[config.mk]
export PLATFORM = sky130hd
export DESIGN_NAME = temp_monitor_alarm_regs
export DESIGN_NICKNAME = d
export VERILOG_FILES = /design/src/hw/temp_mon_pkg.sv /design/src/hw/temp_monitor_alarm_regs.sv
export SDC_FILE = /design/constraint.sdc
export NUM_CORES = 1
export LEC_CHECK = 0
export BUFFER_PORTS_ARGS = -buffer_cell sky130_fd_sc_hd__buf_4
export CAP_MARGIN = 5
export CORE_UTILIZATION = 45
export DETAILED_ROUTE_END_ITERATION = 10
export PLACE_DENSITY_LB_ADDON = 0.1
export SYNTH_ARGS = -nofsm -noshare
export SYNTH_HDL_FRONTEND = slang
export SYNTH_SLANG_ARGS = --single-unit
[constraint.sdc]
create_clock -name ref_clk -period 5.2 [get_ports ref_clk]
set_input_delay 0.26 -clock ref_clk [delete_from_list [all_inputs] [get_ports ref_clk]]
set_output_delay 0.26 -clock ref_clk [all_outputs]
set_load 0.005 [all_outputs]
[src/hw/temp_mon_pkg.sv]
// Purpose: constants and types for the temperature monitor alarm block
// Assumes: byte-wide register access through an address pointer
// Notes:   read and write addresses differ for several registers
package temp_mon_pkg;

    // ==========================================================
    // register addresses (read side, then write side)
    localparam logic [7:0] A_LOCAL_T   = 8'h00;
    localparam logic [7:0] A_REMOTE_HI = 8'h01;
    localparam logic [7:0] A_STATUS    = 8'h02;
    localparam logic [7:0] A_CFG_RD    = 8'h03;
    localparam logic [7:0] A_RATE_RD   = 8'h04;
    localparam logic [7:0] A_LHI_RD    = 8'h05;
    localparam logic [7:0] A_LLO_RD    = 8'h06;
    localparam logic [7:0] A_RHI_RD    = 8'h07;
    localparam logic [7:0] A_RLO_RD    = 8'h08;
    localparam logic [7:0] A_CFG_WR    = 8'h09;
    localparam logic [7:0] A_RATE_WR   = 8'h0a;
    localparam logic [7:0] A_LHI_WR    = 8'h0b;
    localparam logic [7:0] A_LLO_WR    = 8'h0c;
    localparam logic [7:0] A_RHI_WR    = 8'h0d;
    localparam logic [7:0] A_RLO_WR    = 8'h0e;
    localparam logic [7:0] A_ONESHOT   = 8'h0f;
    localparam logic [7:0] A_REMOTE_LO = 8'h10;
    localparam logic [7:0] A_OFS_HI    = 8'h11;
    localparam logic [7:0] A_OFS_LO    = 8'h12;
    localparam logic [7:0] A_RHI_LO    = 8'h13;
    localparam logic [7:0] A_RLO_LO    = 8'h14;
    localparam logic [7:0] A_RCRIT     = 8'h19;
    localparam logic [7:0] A_LCRIT     = 8'h20;
    localparam logic [7:0] A_HYST      = 8'h21;
    localparam logic [7:0] A_FILTER    = 8'h22;
    localparam logic [7:0] A_MAKER     = 8'hfe;

    // ==========================================================
    // reset values
    localparam logic [7:0] RST_CFG    = 8'h00;
    localparam logic [7:0] RST_RATE   = 8'h08;
    localparam logic [7:0] RST_HIGH   = 8'h55;
    localparam logic [7:0] RST_LOW    = 8'h00;
    localparam logic [7:0] RST_CRIT   = 8'h6c;
    localparam logic [7:0] RST_HYST   = 8'h0a;
    localparam logic [7:0] RST_FILTER = 8'h01;
    localparam logic [7:0] RST_PTR    = 8'h00;

    // ==========================================================
    // field positions
    localparam int ST_BUSY   = 7;
    localparam int ST_LHI    = 6;
    localparam int ST_OPEN   = 2;
    localparam int ST_RCRIT  = 1;
    localparam int ST_LCRIT  = 0;
    localparam int CFG_MASK  = 7;
    localparam int CFG_STBY  = 6;
    localparam int CFG_MODE  = 5;
    localparam int FLT_TMO   = 7;
    localparam int FLT_MSB   = 3;
    localparam int FLT_LSB   = 1;
    localparam int RATE_MSB  = 3;
    localparam logic [2:0] CNT_MAX = 3'h4;

    // ==========================================================
    // types
    typedef enum logic [1:0] {
        CV_IDLE = 2'b01,
        CV_BUSY = 2'b10
    } conv_e;

    typedef struct packed {
        logic [7:0] local_t;
        logic [9:0] remote_t;
        logic       remote_open;
    } result_s;

endpackage

[src/hw/temp_monitor_alarm_regs.sv]
// Purpose: status flags, alarm and critical outputs, register map
// Assumes: serial engine and converter run on ref_clk, byte strobes
// Notes:   alarm and critical outputs are active low levels; pin drivers sit outside
module temp_monitor_alarm_regs #(
    parameter logic [7:0] MAKER_CODE = 8'h5a  // arbitrary value
) (
    input  wire logic                     ref_clk,
    input  wire logic                     sys_rst,
    input  wire logic                     ce,
    input  wire logic                     wr_valid,
    input  wire logic                     wr_first,
    input  wire logic [7:0]               wr_data,
    input  wire logic                     rd_req,
    input  wire logic                     ara_ack,
    input  wire logic                     conv_tick,
    input  wire logic                     conv_done,
    input  wire temp_mon_pkg::result_s    result,
    output logic      [7:0]               rd_data,
    output logic                          rd_valid,
    output logic                          conv_start,
    output logic                          alarm_out_n,
    output logic                          overtemp_out_n,
    output logic                          bus_timeout_en,
    output logic      [3:0]               rate_code
);

    // ==========================================================
    // state
    typedef struct packed {
        logic [7:0]        ptr;
        logic [7:0]        cfg;
        logic [7:0]        rate;
        logic [7:0]        lhi;
        logic [7:0]        llo;
        logic [7:0]        rhi_h;
        logic [7:0]        rlo_h;
        logic [7:0]        rhi_l;
        logic [7:0]        rlo_l;
        logic [7:0]        ofs_h;
        logic [7:0]        ofs_l;
        logic [7:0]        rcrit;
        logic [7:0]        lcrit;
        logic [7:0]        hyst;
        logic [7:0]        filt;
        logic [7:0]        local_t;
        logic [9:0]        remote_t;
        logic              open_lvl;
        logic [3:0]        raw;
        logic [3:0]        cond;
        logic [3:0][2:0]   cnt;
        logic [6:0]        flags;
        logic              alarm_latch;
        logic              oneshot;
        temp_mon_pkg::conv_e conv;
        logic              conv_start;
        logic [7:0]        rd_data;
        logic              rd_valid;
        logic              alarm_n;
        logic              overtemp_n;
    } state_s;

    state_s          st_r;
    state_s          st_nxt;
    logic [9:0]      ofs;
    logic [11:0]     sum;
    logic [9:0]      rc;
    logic [3:0]      oob;
    logic [3:0]      trip;
    logic [3:0][2:0] cnt_new;
    logic [2:0]      need;
    logic            done;
    logic            mode2;
    logic            fault;
    logic [7:0]      rd_mux;

    // true when val has fallen to lim minus hyst
    function automatic logic at_floor(input logic [7:0] val,
                                      input logic [7:0] lim,
                                      input logic [7:0] hy);
        logic signed [9:0] v;
        logic signed [9:0] f;
        v = $signed({2'b00, val});
        f = $signed({2'b00, lim}) - $signed({2'b00, hy});
        return v <= f;
    endfunction

    // ==========================================================
    // remote offset correction, clamped to the result range
    assign ofs = {st_r.ofs_h, st_r.ofs_l[7:6]};
    assign sum = 12'($signed({2'b00, result.remote_t})
               + $signed({{2{ofs[9]}}, ofs}));
    assign rc  = sum[11] ? 10'h000
               : (sum[10] ? 10'h3ff : sum[9:0]);

    // ==========================================================
    // limit compares on a fresh reading
    assign oob[0] = result.local_t > st_r.lhi;
    assign oob[1] = result.local_t <= st_r.llo;
    assign oob[2] = rc > {st_r.rhi_h, st_r.rhi_l[7:6]};
    assign oob[3] = rc <= {st_r.rlo_h, st_r.rlo_l[7:6]};

    // unlisted codes fall back to one reading
    always_comb begin
        case (st_r.filt[temp_mon_pkg::FLT_MSB:temp_mon_pkg::FLT_LSB])
            3'h1:    need = 3'h2;
            3'h3:    need = 3'h3;
            3'h7:    need = 3'h4;
            default: need = 3'h1;
        endcase
    end

    genvar gi;
    generate
        for (gi = 0; gi < 4; gi++) begin : g_lim
            assign cnt_new[gi] = !oob[gi] ? 3'h0
                : (st_r.cnt[gi] == temp_mon_pkg::CNT_MAX
                   ? temp_mon_pkg::CNT_MAX : st_r.cnt[gi] + 3'h1);
            assign trip[gi] = oob[gi] && (cnt_new[gi] >= need);
        end
    endgenerate

    assign done  = (st_r.conv == temp_mon_pkg::CV_BUSY) && conv_done;
    assign mode2 = st_r.cfg[temp_mon_pkg::CFG_MODE];
    assign fault = (|st_r.raw) || st_r.open_lvl;

    // ==========================================================
    // read mux
    always_comb begin
        case (st_r.ptr)
            temp_mon_pkg::A_LOCAL_T:   rd_mux = st_r.local_t;
            temp_mon_pkg::A_REMOTE_HI: rd_mux = st_r.remote_t[9:2];
            temp_mon_pkg::A_STATUS:    rd_mux = {st_r.conv ==
                temp_mon_pkg::CV_BUSY, st_r.flags};
            temp_mon_pkg::A_CFG_RD:    rd_mux = st_r.cfg;
            temp_mon_pkg::A_RATE_RD:   rd_mux = st_r.rate;
            temp_mon_pkg::A_LHI_RD:    rd_mux = st_r.lhi;
            temp_mon_pkg::A_LLO_RD:    rd_mux = st_r.llo;
            temp_mon_pkg::A_RHI_RD:    rd_mux = st_r.rhi_h;
            temp_mon_pkg::A_RLO_RD:    rd_mux = st_r.rlo_h;
            temp_mon_pkg::A_REMOTE_LO: rd_mux = {st_r.remote_t[1:0],
                                                 6'h00};
            temp_mon_pkg::A_OFS_HI:    rd_mux = st_r.ofs_h;
            temp_mon_pkg::A_OFS_LO:    rd_mux = st_r.ofs_l;
            temp_mon_pkg::A_RHI_LO:    rd_mux = st_r.rhi_l;
            temp_mon_pkg::A_RLO_LO:    rd_mux = st_r.rlo_l;
            temp_mon_pkg::A_RCRIT:     rd_mux = st_r.rcrit;
            temp_mon_pkg::A_LCRIT:     rd_mux = st_r.lcrit;
            temp_mon_pkg::A_HYST:      rd_mux = st_r.hyst;
            temp_mon_pkg::A_FILTER:    rd_mux = st_r.filt;
            temp_mon_pkg::A_MAKER:     rd_mux = MAKER_CODE;
            default:                   rd_mux = 8'h00;
        endcase
    end

    // ==========================================================
    // next state
    always_comb begin
        st_nxt = st_r;
        st_nxt.conv_start = 1'b0;
        st_nxt.rd_valid   = 1'b0;

        // host writes; status and read-only addresses fall to default
        if (wr_valid) begin
            if (wr_first) begin
                st_nxt.ptr = wr_data;
            end else begin
                case (st_r.ptr)
                    temp_mon_pkg::A_CFG_WR:  st_nxt.cfg   = wr_data;
                    temp_mon_pkg::A_RATE_WR: st_nxt.rate  = wr_data;
                    temp_mon_pkg::A_LHI_WR:  st_nxt.lhi   = wr_data;
                    temp_mon_pkg::A_LLO_WR:  st_nxt.llo   = wr_data;
                    temp_mon_pkg::A_RHI_WR:  st_nxt.rhi_h = wr_data;
                    temp_mon_pkg::A_RLO_WR:  st_nxt.rlo_h = wr_data;
                    temp_mon_pkg::A_OFS_HI:  st_nxt.ofs_h = wr_data;
                    temp_mon_pkg::A_OFS_LO:  st_nxt.ofs_l = wr_data;
                    temp_mon_pkg::A_RHI_LO:  st_nxt.rhi_l = wr_data;
                    temp_mon_pkg::A_RLO_LO:  st_nxt.rlo_l = wr_data;
                    temp_mon_pkg::A_RCRIT:   st_nxt.rcrit = wr_data;
                    temp_mon_pkg::A_LCRIT:   st_nxt.lcrit = wr_data;
                    temp_mon_pkg::A_HYST:    st_nxt.hyst  = wr_data;
                    temp_mon_pkg::A_FILTER:  st_nxt.filt  = wr_data;
                    temp_mon_pkg::A_ONESHOT: begin
                        // data byte is not kept
                        if (st_r.cfg[temp_mon_pkg::CFG_STBY]) begin
                            st_nxt.oneshot = 1'b1;
                        end
                    end
                    default: ;
                endcase
            end
        end

        if (rd_req) begin
            st_nxt.rd_valid = 1'b1;
            st_nxt.rd_data  = rd_mux;
        end

        // conversion sequencing
        case (st_r.conv)
            temp_mon_pkg::CV_IDLE: begin
                if ((!st_r.cfg[temp_mon_pkg::CFG_STBY] && conv_tick)
                    || st_r.oneshot) begin
                    st_nxt.conv       = temp_mon_pkg::CV_BUSY;
                    st_nxt.conv_start = 1'b1;
                    st_nxt.oneshot    = 1'b0;
                end
            end
            temp_mon_pkg::CV_BUSY: begin
                if (conv_done) begin
                    st_nxt.conv     = temp_mon_pkg::CV_IDLE;
                    st_nxt.local_t  = result.local_t;
                    st_nxt.remote_t = rc;
                    st_nxt.open_lvl = result.remote_open;
                    st_nxt.raw      = oob;
                    st_nxt.cond     = trip;
                    st_nxt.cnt      = cnt_new;
                end
            end
            default: st_nxt.conv = temp_mon_pkg::CV_IDLE;
        endcase

        // limit flags: clear on status read first, so a set wins
        for (int i = 0; i < 4; i++) begin
            if (!mode2) begin
                if (rd_req && st_r.ptr == temp_mon_pkg::A_STATUS
                    && !st_r.raw[i]) begin
                    st_nxt.flags[temp_mon_pkg::ST_LHI - i] = 1'b0;
                end
                if (done && trip[i]) begin
                    st_nxt.flags[temp_mon_pkg::ST_LHI - i] = 1'b1;
                end
            end
        end
        if (mode2) begin
            // low flags just follow the filtered level here
            st_nxt.flags[5] = st_nxt.cond[1];
            st_nxt.flags[3] = st_nxt.cond[3];
            if (st_r.cond[0]) begin
                st_nxt.flags[6] = 1'b1;
            end else if (at_floor(st_r.local_t, st_r.lhi, st_r.hyst)) begin
                st_nxt.flags[6] = 1'b0;
            end
            if (st_r.cond[2]) begin
                st_nxt.flags[4] = 1'b1;
            end else if (at_floor(st_r.remote_t[9:2], st_r.rhi_h,
                                  st_r.hyst)) begin
                st_nxt.flags[4] = 1'b0;
            end
        end
        if (rd_req && st_r.ptr == temp_mon_pkg::A_STATUS
            && !st_r.open_lvl) begin
            st_nxt.flags[temp_mon_pkg::ST_OPEN] = 1'b0;
        end
        if (done && result.remote_open) begin
            st_nxt.flags[temp_mon_pkg::ST_OPEN] = 1'b1;
        end

        // critical flags track the stored readings, even in standby
        if (st_r.local_t > st_r.lcrit) begin
            st_nxt.flags[temp_mon_pkg::ST_LCRIT] = 1'b1;
        end else if (at_floor(st_r.local_t, st_r.lcrit, st_r.hyst)) begin
            st_nxt.flags[temp_mon_pkg::ST_LCRIT] = 1'b0;
        end
        if (st_r.remote_t[9:2] > st_r.rcrit) begin
            st_nxt.flags[temp_mon_pkg::ST_RCRIT] = 1'b1;
        end else if (at_floor(st_r.remote_t[9:2], st_r.rcrit,
                              st_r.hyst)) begin
            st_nxt.flags[temp_mon_pkg::ST_RCRIT] = 1'b0;
        end

        // alarm latch ignores status reads
        if (mode2) begin
            st_nxt.alarm_latch = 1'b0;
        end else if (|st_r.flags[6:2]) begin
            st_nxt.alarm_latch = 1'b1;
        end else if (ara_ack && !fault) begin
            st_nxt.alarm_latch = 1'b0;
        end

        st_nxt.alarm_n = mode2
            ? !(st_nxt.flags[6] || st_nxt.flags[4])
            : !(st_nxt.alarm_latch
                && !st_r.cfg[temp_mon_pkg::CFG_MASK]);
        st_nxt.overtemp_n = !(st_nxt.flags[1] || st_nxt.flags[0]);
    end

    // ==========================================================
    // state register
    always_ff @(posedge ref_clk) begin
        if (sys_rst) begin
            st_r            <= '0;
            st_r.ptr        <= temp_mon_pkg::RST_PTR;
            st_r.cfg        <= temp_mon_pkg::RST_CFG;
            st_r.rate       <= temp_mon_pkg::RST_RATE;
            st_r.lhi        <= temp_mon_pkg::RST_HIGH;
            st_r.llo        <= temp_mon_pkg::RST_LOW;
            st_r.rhi_h      <= temp_mon_pkg::RST_HIGH;
            st_r.rlo_h      <= temp_mon_pkg::RST_LOW;
            st_r.rcrit      <= temp_mon_pkg::RST_CRIT;
            st_r.lcrit      <= temp_mon_pkg::RST_CRIT;
            st_r.hyst       <= temp_mon_pkg::RST_HYST;
            st_r.filt       <= temp_mon_pkg::RST_FILTER;
            st_r.conv       <= temp_mon_pkg::CV_IDLE;
            st_r.alarm_n    <= 1'b1;
            st_r.overtemp_n <= 1'b1;
        end else if (ce) begin
            st_r <= st_nxt;
        end
    end

    assign rd_data        = st_r.rd_data;
    assign rd_valid       = st_r.rd_valid;
    assign conv_start     = st_r.conv_start;
    assign alarm_out_n    = st_r.alarm_n;
    assign overtemp_out_n = st_r.overtemp_n;
    assign bus_timeout_en = st_r.filt[temp_mon_pkg::FLT_TMO];
    assign rate_code      = st_r.rate[temp_mon_pkg::RATE_MSB:0];

    // ==========================================================
    // checks
    a_busy_bit_read: assert property (
        @(posedge ref_clk) disable iff (sys_rst)
        (ce && rd_req && st_r.ptr == temp_mon_pkg::A_STATUS)
        |=> rd_valid && rd_data[temp_mon_pkg::ST_BUSY]
            == ($past(st_r.conv) == temp_mon_pkg::CV_BUSY))
        else $error("busy bit does not match conversion state");

    a_local_high_set: assert property (
        @(posedge ref_clk) disable iff (sys_rst)
        (ce && done && !mode2 && trip[0]) |=> st_r.flags[6])
        else $error("local high flag not set on trip");

    a_remote_high_set: assert property (
        @(posedge ref_clk) disable iff (sys_rst)
        (ce && done && !mode2 && trip[2]) |=> st_r.flags[4])
        else $error("remote high flag not set on trip");

    a_open_flag_set: assert property (
        @(posedge ref_clk) disable iff (sys_rst)
        (ce && done && result.remote_open) |=> st_r.flags[2])
        else $error("open flag not set");

    a_alarm_drive_low: assert property (
        @(posedge ref_clk) disable iff (sys_rst)
        (ce && !mode2 && |st_r.flags[6:2]
         && !st_r.cfg[temp_mon_pkg::CFG_MASK])
        |=> !alarm_out_n && st_r.alarm_latch)
        else $error("alarm not driven for a set flag");

    a_latch_hold: assert property (
        @(posedge ref_clk) disable iff (sys_rst)
        (ce && st_r.alarm_latch && !ara_ack && !mode2)
        |=> st_r.alarm_latch)
        else $error("alarm latch dropped without alert response");

    a_crit_out_level: assert property (
        @(posedge ref_clk) disable iff (sys_rst)
        overtemp_out_n == !(st_r.flags[1] || st_r.flags[0]))
        else $error("critical output disagrees with flags");

    a_crit_hyst_hold: assert property (
        @(posedge ref_clk) disable iff (sys_rst)
        (ce && st_r.flags[temp_mon_pkg::ST_LCRIT]
         && !at_floor(st_r.local_t, st_r.lcrit, st_r.hyst))
        |=> st_r.flags[temp_mon_pkg::ST_LCRIT]
        ##0 !overtemp_out_n)
        else $error("local critical released above floor");

endmodule // temp_monitor_alarm_regs

==> flow_summary.yaml, run 1 <==
clock_network:
  cts_buffer_depth: 2
  cts_buffers: 17
  clkTransAtPathRegs_ns: 0.09
  cts_tree: "done"
  clockRootBuffer: "clkbuf_16"
  clock_latency_ns: 0.46
  clkSinkCount: 182
  htreeDepth: 4
worst_setup_path:
  crit_required_ns: 5.56
  path_max_fanout: 7
  worstSetupEndpointType: "flip-flop"
  path_delay_family: "compound AO/OA/AOI/OAI gates"
  worst_path_max_delay_cell: "dfxtp_1"
  crit_buf_inv: 3
  setup.worst_path.class: "reg -> reg"
  crit_chain: "ha_1, inv_1, fa_1, nand2b_1, a21oi_2, o21a_2, o311ai_2, buf_4, a21oi_1, nor2_1, ha_1, nand4_1, nor3_1, o21ai_0, a31oi_1, buf_4, and2_1, ha_1, a21o_1, a21oi_1, nor2_1, a211o_1, a31o_2"
  start_kind: "flip-flop"
  cpMostUsedCell: "ha_1"
  cp.arrival_ns: 5.21
  slowest_delay_ns: 0.37
power:
  power_mw: 3.04
  leakage_nw: 5.80
  peakVddDrop_mv: 0.186
  power_density_nw_per_um2: 218
detailed_routing:
  drt_wl_total_mm: 42.2
  ant_nets: 0
  drt_iter0_markers: 885
  routed_via_density: 5.88
  num_vias: 11519
  drc_errors: 0
  wire_per_inst_um: 21.6
  firstDrtPassIters: 6
finish:
  antenna_cells: 0
  most-common-layout-cells: "dfxtp_1, nand2_1, ha_1, nor2_1, a21oi_1"
  design.final.nets: 1755
  utilization_pct: 50.4
  ff_latch_area_um2: 3640
  num-fill-cells: 2723
  syn_to_final_growth_pct: 10.3
  multiInputGateArea_um2: 8250
  layout-drive-gt1-share_pct: 10.0
  design_area_um2: 14000
  final_common_cell: "dfxtp_1"
synthesis:
  ys_ff_latch: 182
  yosysSeqAreaShare_pct: 28.8
  yosys_warnings: 0
  synth_ff_type: "dfxtp_1"
  synthCells: 1556
  netlist_area_um2: 12700
  synth-async-reset-ratio_pct: 0
  avgSynthCellArea_um2: 8.13
  synth_cell_type_count: 83
  synth_edf_count: 0
  syn-num-nets: 1744
global_route:
  grt_max_degree: 73
  gr-usage-met1_pct: 40.4
  grt_overflow_total: 0
  grt_pass1_vias: 10681
  antenna_found_initial: 0
  grt_util_met2_pct: 46.7
  busiest_layer: "met2"
  grt_usage_pct: 29.7
  grt_pass1_wl_mm: 63.9
  grtUsageMet3_pct: 4.94
timing:
  hold_ws_ns: 0.0610
  tightest_slew_ns: 0.977
  setup_viol: 0
  finClkSkew_ns: 0.0212
  slew_headroom_pct: 34.7
  tns_ns: 0
  slew_viol_final: 0
  fin_crit_ns: 4.85
  post-route-period-util_pct: 93.3
  hold_violations: 0
  rsz0062_at_grt: "false"
  clock.fmax_ghz: 0.206
placed_design:
  dpl_cell_area_um2: 13300
  port_buffers: 52
  place_hpwl_mm: 30.9
  routabilityCongestion: 0.934
floorplanning:
  die_w_um: 170
  die_h_um: 170
  core_um2: 27700
  io_pins: 53
  start_util_pct: 45.7
  row_count: 61
  die_area_um2: 28800
run:
  cap_violations: 0
worst_hold_path:
  worst_hold_path_type: "in -> reg"
status:
  status: "completed"
[layout make-up]
type / count / share of cell area, %
multi-input combinational: 1183 / 59.1
sequential: 182 / 26.1
timing repair buffer: 76 / 4.09
tap: 378 / 3.39
clock buffer: 17 / 3.05
inverter: 107 / 2.88
clock inverter: 15 / 1.42
[synthesized netlist by cell type (all sizes together), types with 16 or more instances]
cell    instances  area (um2)
a21o           20         150
o211ai         19         143
dfxtp         182        3640
ha            147        1840
o21a           16         120
o21ai          72         360
xnor2          16         140
clkbuf         55         208
nand3          60         305
nor2b          28         175
and3           18         115
nand2b         21         131
a22oi          25         188
nand2         165         619
nor3           24         141
buf            29         174
nor2          137         517
nand4          17         106
mux2i          92         921
a21oi         122         611
inv           106         398
[path summary, 6_finish.rpt]
kind,start,endpoint,slack [ns],cells after the start
hold / removal,result[11],st_r[54],0.06,3
setup reg to reg,ofs[0],st_r[20],0.35,23
hold reg to reg,st_r[112],st_r[112],0.46,2
setup / recovery,ofs[0],st_r[20],0.35,23
[per-stage QoR]
step / worst slack, ns / std cells
after floorplan: 0.325 / 1556
after global placement: 0.108 / 1925
after detailed placement: -0.0561 / 1925
after CTS: 0.0243 / 1957
after global routing: 0.00504 / 1958
final: 0.347 / 1958
[per-layer routing]
metal,vias to the layer above,routed length [um]
met5,-,0
met3,76,2760
met1,5479,19100
met4,0,1270
met2,380,19100
li1,5584,-
[logic make-up (layout without fill, tap and decap cells)]
| kind of cell | Yosys count | count (layout) | synth area share (%) |
|---|---|---|---|
| xor gates and xnor gates | 22 | 22 | 1.52 |
| buffers and inverters | 191 | 215 | 6.19 |
| DFF | 182 | 182 | 28.8 |
| adders and majority gates | 152 | 152 | 15.3 |
| AOI/OAI and AO/OA | 374 | 374 | 19.0 |
| muxes | 105 | 105 | 8.97 |
| and+or+nand+nor | 530 | 530 | 20.2 |
[registers in the layout, summed over array words and instances, names as in the netlist]
name	count
rd_data	8
bus_timeout_en	1
st_r	154
overtemp_out_n	1
ofs	10
mode2	1
rate_code	4
rd_valid	1
alarm_out_n	1
conv_start	1
[worst reg2reg max path, cell delays in order (launching register included)]
cell and delay (ns):
dfxtp_1 0.37, ha_1 0.19, inv_1 0.06, fa_1 0.37
nand2b_1 0.19, a21oi_2 0.19, o21a_2 0.21, o311ai_2 0.11
buf_4 0.19, a21oi_1 0.17, nor2_1 0.11, ha_1 0.28
nand4_1 0.08, nor3_1 0.23, o21ai_0 0.14, a31oi_1 0.33
buf_4 0.22, and2_1 0.14, ha_1 0.23, a21o_1 0.16
a21oi_1 0.18, nor2_1 0.07, a211o_1 0.29, a31o_2 0.24
[power breakdown]
| group | switching (mW) | internal [mW] |
|---|---|---|
| clock | 0.708 | 0.660 |
| combinational | 0.168 | 0.0909 |
| sequential | 0.0139 | 1.40 |
[what timing repair did]
item / in CTS / in global routing
buffers inserted: 0 / 1
endpoints found under the setup margin: 1 / 4
resized for setup: 1 / 3
hold buffers: 0 / 0
pin swaps: 0 / 3
Note: power is estimated with default switching activity, not from simulation.
==> run 2, diff against run 1 <==
--- a/config.mk
+++ b/config.mk
@@ -9,2 +9,3 @@
 export CAP_MARGIN = 5
+export CORE_MARGIN = 3
 export CORE_UTILIZATION = 45
==> constraint.sdc (replaced) <==
create_clock -name ref_clk -period 5.2 [get_ports ref_clk]
set_input_delay 0 -clock ref_clk [delete_from_list [all_inputs] [get_ports ref_clk]]
set_output_delay 0 -clock ref_clk [all_outputs]
set_load 0.005 [all_outputs]
==> run 2 against run 1 <==
- register-to-register slack hardly changed
- fmax hardly changed
- die area is 4.8% higher
- clock skew is 0.0016 ns lower
- sequential cell count stayed put
- setup slack better by 0.0042 ns
- sequential share of layout area is 0.35 points lower
- total power is 0.99% lower
- core utilization is 1.4 points higher
- hold slack worse by 0.038 ns
- count of clock-buffer cells in the layout is 4 higher
- largest power group unchanged
==> flow_summary.yaml, run 2 (same netlist as run 1, synthesis figures left out) <==
status:
  status: "completed"
floorplanning:
  start_util_pct: 46.3
  die_h_um: 174
  io_pins: 53
  die_area_um2: 30200
  core_um2: 27300
  die_w_um: 174
  row_count: 60
timing:
  post-route-period-util_pct: 93.2
  setup_slack_ns: 0.351
  tns_ns: 0
  setup_viol: 0
  hold_ws_ns: 0.0227
  slew_headroom_pct: 34.1
  fin_crit_ns: 4.85
  slew_viol_final: 0
  clock.fmax_ghz: 0.206
  tightest_slew_ns: 0.983
  hold_violations: 0
  finClkSkew_ns: 0.0196
worst_setup_path:
  critPathLaunch: "ofs[0]"
  cp.arrival_ns: 5.18
  reg2reg_to: "st_r[20]"
  worst_path_max_delay_cell: "fa_1"
  regToRegStartpoint: "ofs[0]"
  slowest_delay_ns: 0.37
  setup.worst_path.class: "reg -> reg"
  crit_chain: "ha_2, inv_1, fa_1, nand2b_1, a21oi_2, o21a_2, o311ai_4, buf_4, nor2_1, nor2_1, ha_1, nand2_1, nor3_2, o21ai_0, a31oi_2, nand3_1, ha_1, nand2b_1, a21o_1, a21oi_1, nor2_1, a211o_1, a31o_2"
  path_max_fanout: 7
  crit_end: "st_r[20]"
  crit_required_ns: 5.53
  start_kind: "flip-flop"
  rrSetupSlack_ns: 0.35
  cpMostUsedCell: "nor2_1"
  r2r_cells: 23
  worstSetupEndpointType: "flip-flop"
power:
  leakage_nw: 5.87
  p_switching_mw: 0.800
  switching_share_pct: 26.6
  pwr-share-comb_pct: 9.2
  power_frac_clock_pct: 43.9
  peakVddDrop_mv: 0.207
  p_int_mw: 2.21
  power_density_nw_per_um2: 213
  seqPwrFrac_pct: 46.9
  power_mw: 3.01
finish:
  syn_to_final_growth_pct: 11.8
  utilization_pct: 51.8
  most-common-layout-cells: "dfxtp_1, nand2_1, ha_1, nor2_1, a21oi_1"
  layout-drive-gt1-share_pct: 10.1
  num-fill-cells: 2735
  final_common_cell: "dfxtp_1"
  antenna_cells: 0
  design.final.nets: 1775
  top_register: "st_r"
  largest_reg_flops: 154
  design_area_um2: 14200
  instances_no_fill: 1971
global_route:
  busiest_layer: "met2"
  grt_pass1_vias: 10877
  grt_util_met2_pct: 42.7
  antenna_found_initial: 1
  grt_max_degree: 82
  gr-usage-met1_pct: 38.4
  grt_pass1_wl_mm: 64.5
  grt_overflow_total: 0
  grt_usage_pct: 27.3
  grtUsageMet3_pct: 4.73
placed_design:
  dp_slack_ns: -0.125
  dpl_cell_area_um2: 13300
  port_buffers: 52
  dp_cells: 1919
  place_hpwl_mm: 30.9
  routabilityCongestion: 0.948
detailed_routing:
  num_vias: 11713
  routed_via_density: 5.94
  ant_nets: 0
  drc_errors: 0
  firstDrtPassIters: 5
  wire_per_inst_um: 21.5
  drt_wl_total_mm: 42.4
  drt_iter0_markers: 1068
clock_network:
  htreeDepth: 4
  clkSinkCount: 182
  cts_buffers: 17
  clkTransAtPathRegs_ns: 0.08
  clock_latency_ns: 0.43
  cts_buffer_depth: 2
  clockRootBuffer: "clkbuf_16"
  cts_tree: "done"
worst_hold_path:
  worst_hold_path_type: "in -> reg"
run:
  cap_violations: 0
run 2: worst min-delay path by stage:
| stage | from | end | depth (start not counted) |
|---|---|---|---|
| floorplan | result[11] | st_r[54] | 2 |
| CTS | result[1] | st_r[44] | 4 |
| global placement | result[11] | st_r[54] | 3 |
| finish | result[1] | st_r[44] | 4 |
| detailed placement | result[11] | st_r[54] | 3 |
| global route | result[1] | st_r[44] | 4 |
run 2: area by class of cell:
class | count | area [um2] | area share, %
inverters | 107 | 402 | 2.84
well taps | 372 | 465 | 3.29
repair buffers | 96 | 771 | 5.44
multi-input cells | 1183 | 8290 | 58.6
clock inverters | 10 | 109 | 0.769
flip-flops and latches | 182 | 3650 | 25.8
clock buffers | 21 | 470 | 3.32
run 2: routing by layer:
metal	share of wire [%]	routed length (um)	up-vias
met2	45	18900	389
met3	6.1	2600	70
li1	-	-	5623
met1	46	19600	5631
met5	0	0	-
met4	3.1	1300	0
run 2: power by group through the flow:
stage / Combinational [mW] / Clock [mW] / Sequential, mW
after floorplan: 0.155 / 0 / 1.44
after global placement: 0.254 / 0 / 1.44
after detailed placement: 0.256 / 0 / 1.44
after CTS: 0.270 / 1.34 / 1.41
after global routing: 0.299 / 1.39 / 1.41
final: 0.277 / 1.32 / 1.41
run 2: timing repair:
action / CTS / global route
resized for setup: 2 / 9
hold buffers: 20 / 0
hold endpoints to repair: 59 / 0
gates cloned: 0 / 0
endpoints found under the setup margin: 1 / 4
pin swaps: 0 / 3
setup buffers: 0 / 1
run 2: worst max-delay path: cells and delay by family, from the launching register on:
family / cells / cell delay (ns)
compound gates: 9 / 1.91
flops: 1 / 0.36
simple gates: 8 / 1.05
buf+inv: 2 / 0.24
fa+ha+maj: 4 / 1.16
==> run 3, diff against run 2 <==
BUFFER_PORTS_ARGS = not set   (was -buffer_cell sky130_fd_sc_hd__buf_4)
DONT_BUFFER_PORTS = 1   (was not set)
==> run 3 against run 2 <==
- fmax is 0.82% higher
- die area stayed put
- via count down 2.2%
- critical path type unchanged
- total power is essentially flat
- sequential cell count is the same
- combinational power decreased by 10%
- highest routed layer is now met5
==> flow_summary.yaml, run 3 (same netlist as run 1, synthesis figures left out) <==
worst_hold_path:
  worst_hold_path_type: "in -> reg"
  min_path_cells: 2
clock_network:
  cts_tree: "done"
  cts_buffers: 17
  clock_latency_ns: 0.45
  clkSinkCount: 182
  clkTransAtPathRegs_ns: 0.08
  clockRootBuffer: "clkbuf_16"
  htreeDepth: 4
  cts_buffer_depth: 2
power:
  power_mw: 3.01
  power_density_nw_per_um2: 217
  peakVddDrop_mv: 0.207
  leakage_nw: 5.67
worst_setup_path:
  cp.arrival_ns: 5.17
  crit_chain: "ha_1, or3_1, or2_1, o21a_1, o311ai_2, buf_4, nor2b_1, nor2_1, ha_1, nor2b_1, o21a_1, o21ai_0, a31o_2, a31oi_1, or3b_2, ha_1, nand2b_1, a21o_1, a21oi_1, or3_1, o22ai_1"
  setup.worst_path.class: "reg -> reg"
  path_max_fanout: 7
  slowest_delay_ns: 0.49
  worst_path_max_delay_cell: "or3b_2"
  start_kind: "flip-flop"
  crit_required_ns: 5.56
  worstSetupEndpointType: "flip-flop"
  r2r_cells: 21
  cpMostUsedCell: "ha_1"
floorplanning:
  core_um2: 27300
  io_pins: 53
  start_util_pct: 46.3
  die_w_um: 174
  row_count: 60
  die_h_um: 174
  die_area_um2: 30200
finish:
  design.final.nets: 1731
  antenna_cells: 0
  final_common_cell: "dfxtp_1"
  top_register: "st_r"
  instances_no_fill: 1928
  most-common-layout-cells: "dfxtp_1, nand2_1, ha_1, nor2_1, a21oi_1"
  syn_to_final_growth_pct: 9.48
  num-fill-cells: 2731
  layout-drive-gt1-share_pct: 7.20
  largest_reg_flops: 154
detailed_routing:
  num_vias: 11461
  drt_wl_total_mm: 42.1
  ant_nets: 0
  drt_iter0_markers: 1009
  drc_errors: 0
  wire_per_inst_um: 21.9
  routed_via_density: 5.94
  firstDrtPassIters: 5
run:
  cap_violations: 0
status:
  status: "completed"
global_route:
  grt_max_degree: 147
  antenna_found_initial: 2
  grt_overflow_total: 0
  grt_pass1_vias: 10919
  grt_usage_pct: 27.8
  grt_pass1_wl_mm: 65.3
timing:
  rsz0062_at_grt: "false"
  slew_viol_final: 0
  tightest_slew_ns: 1.03
  fin_crit_ns: 4.81
  hold_violations: 0
  post-route-period-util_pct: 92.5
  slew_headroom_pct: 31.0
  clock.fmax_ghz: 0.208
  finClkSkew_ns: 0.0190
  setup_viol: 0
placed_design:
  dp_cells: 1868
  place_hpwl_mm: 30.4
  routabilityCongestion: 0.962
  port_buffers: 0
[run 3: power by group]
group / switching, mW / internal, mW / leakage, nW / total, mW
combinational: 0.161 / 0.0880 / 3.91 / 0.249
clock: 0.647 / 0.698 / 0.297 / 1.35
sequential: 0.0148 / 1.40 / 1.47 / 1.41
total: 0.823 / 2.19 / 5.67 / 3.01
[run 3: layout make-up]
cell class | instances | area [um2] | share of cell area [%]
Clock buffer | 18 | 439 | 3.17
Inverter | 107 | 402 | 2.90
Multi-Input combinational cell | 1183 | 8270 | 59.7
Sequential cell | 182 | 3640 | 26.3
Clock inverter | 14 | 159 | 1.15
Timing Repair Buffer | 52 | 473 | 3.41
Tap cell | 372 | 465 | 3.36
[run 3: timing repair]
item / in CTS / in global routing
gates resized for setup: 2 / 7
hold buffers: 26 / 0
pin swaps: 1 / 3
buffers inserted: 1 / 1
endpoints found under the hold margin: 177 / 0
setup endpoints to repair: 1 / 4
cloned: 0 / 0
[run 3: routing by layer]
metal | up-vias | track usage [%] | wire [um]
met5 | - | 0 | 14
met4 | 2 | 9.05 | 1210
met3 | 70 | 4.93 | 2690
met2 | 381 | 44.5 | 19200
met1 | 5460 | 38.2 | 19100
li1 | 5548 | - | -
[run 3: path summary, 6_finish.rpt]
| kind | from | endpoint | slack, ns |
|---|---|---|---|
| setup / recovery | ofs[6] | st_r[19] | 0.39 |
| hold / removal | sys_rst | st_r[121] | 0.01 |
| setup reg to reg | ofs[6] | st_r[19] | 0.39 |
| hold reg to reg | st_r[99] | st_r[99] | 0.46 |
[run 3: metrics by stage]
step                      worst slack [ns]  utilization [%]  setup TNS, ns  hold slack, ns  area (um2)
after floorplan                      0.325                -              0           0.136       12700
after global placement              0.0343             47.3              0          0.0818       12900
after detailed placement            -0.103             47.3         -0.103          0.0834       12900
after CTS                           0.0611             50.6              0          0.0116       13800
after global routing               0.00349             50.7              0          0.0341       13900
final                                0.391             50.7              0          0.0105       13900
[run 3: worst max-delay path: cells and delay by family (launching register included)]
kind	cells	cell delay, ns
flip-flops	1	0.34
AND/OR/NAND/NOR	8	1.92
buffers and inverters	1	0.22
adder cells (fa/ha/maj)	3	0.81
AO/OA/AOI/OAI	9	1.44
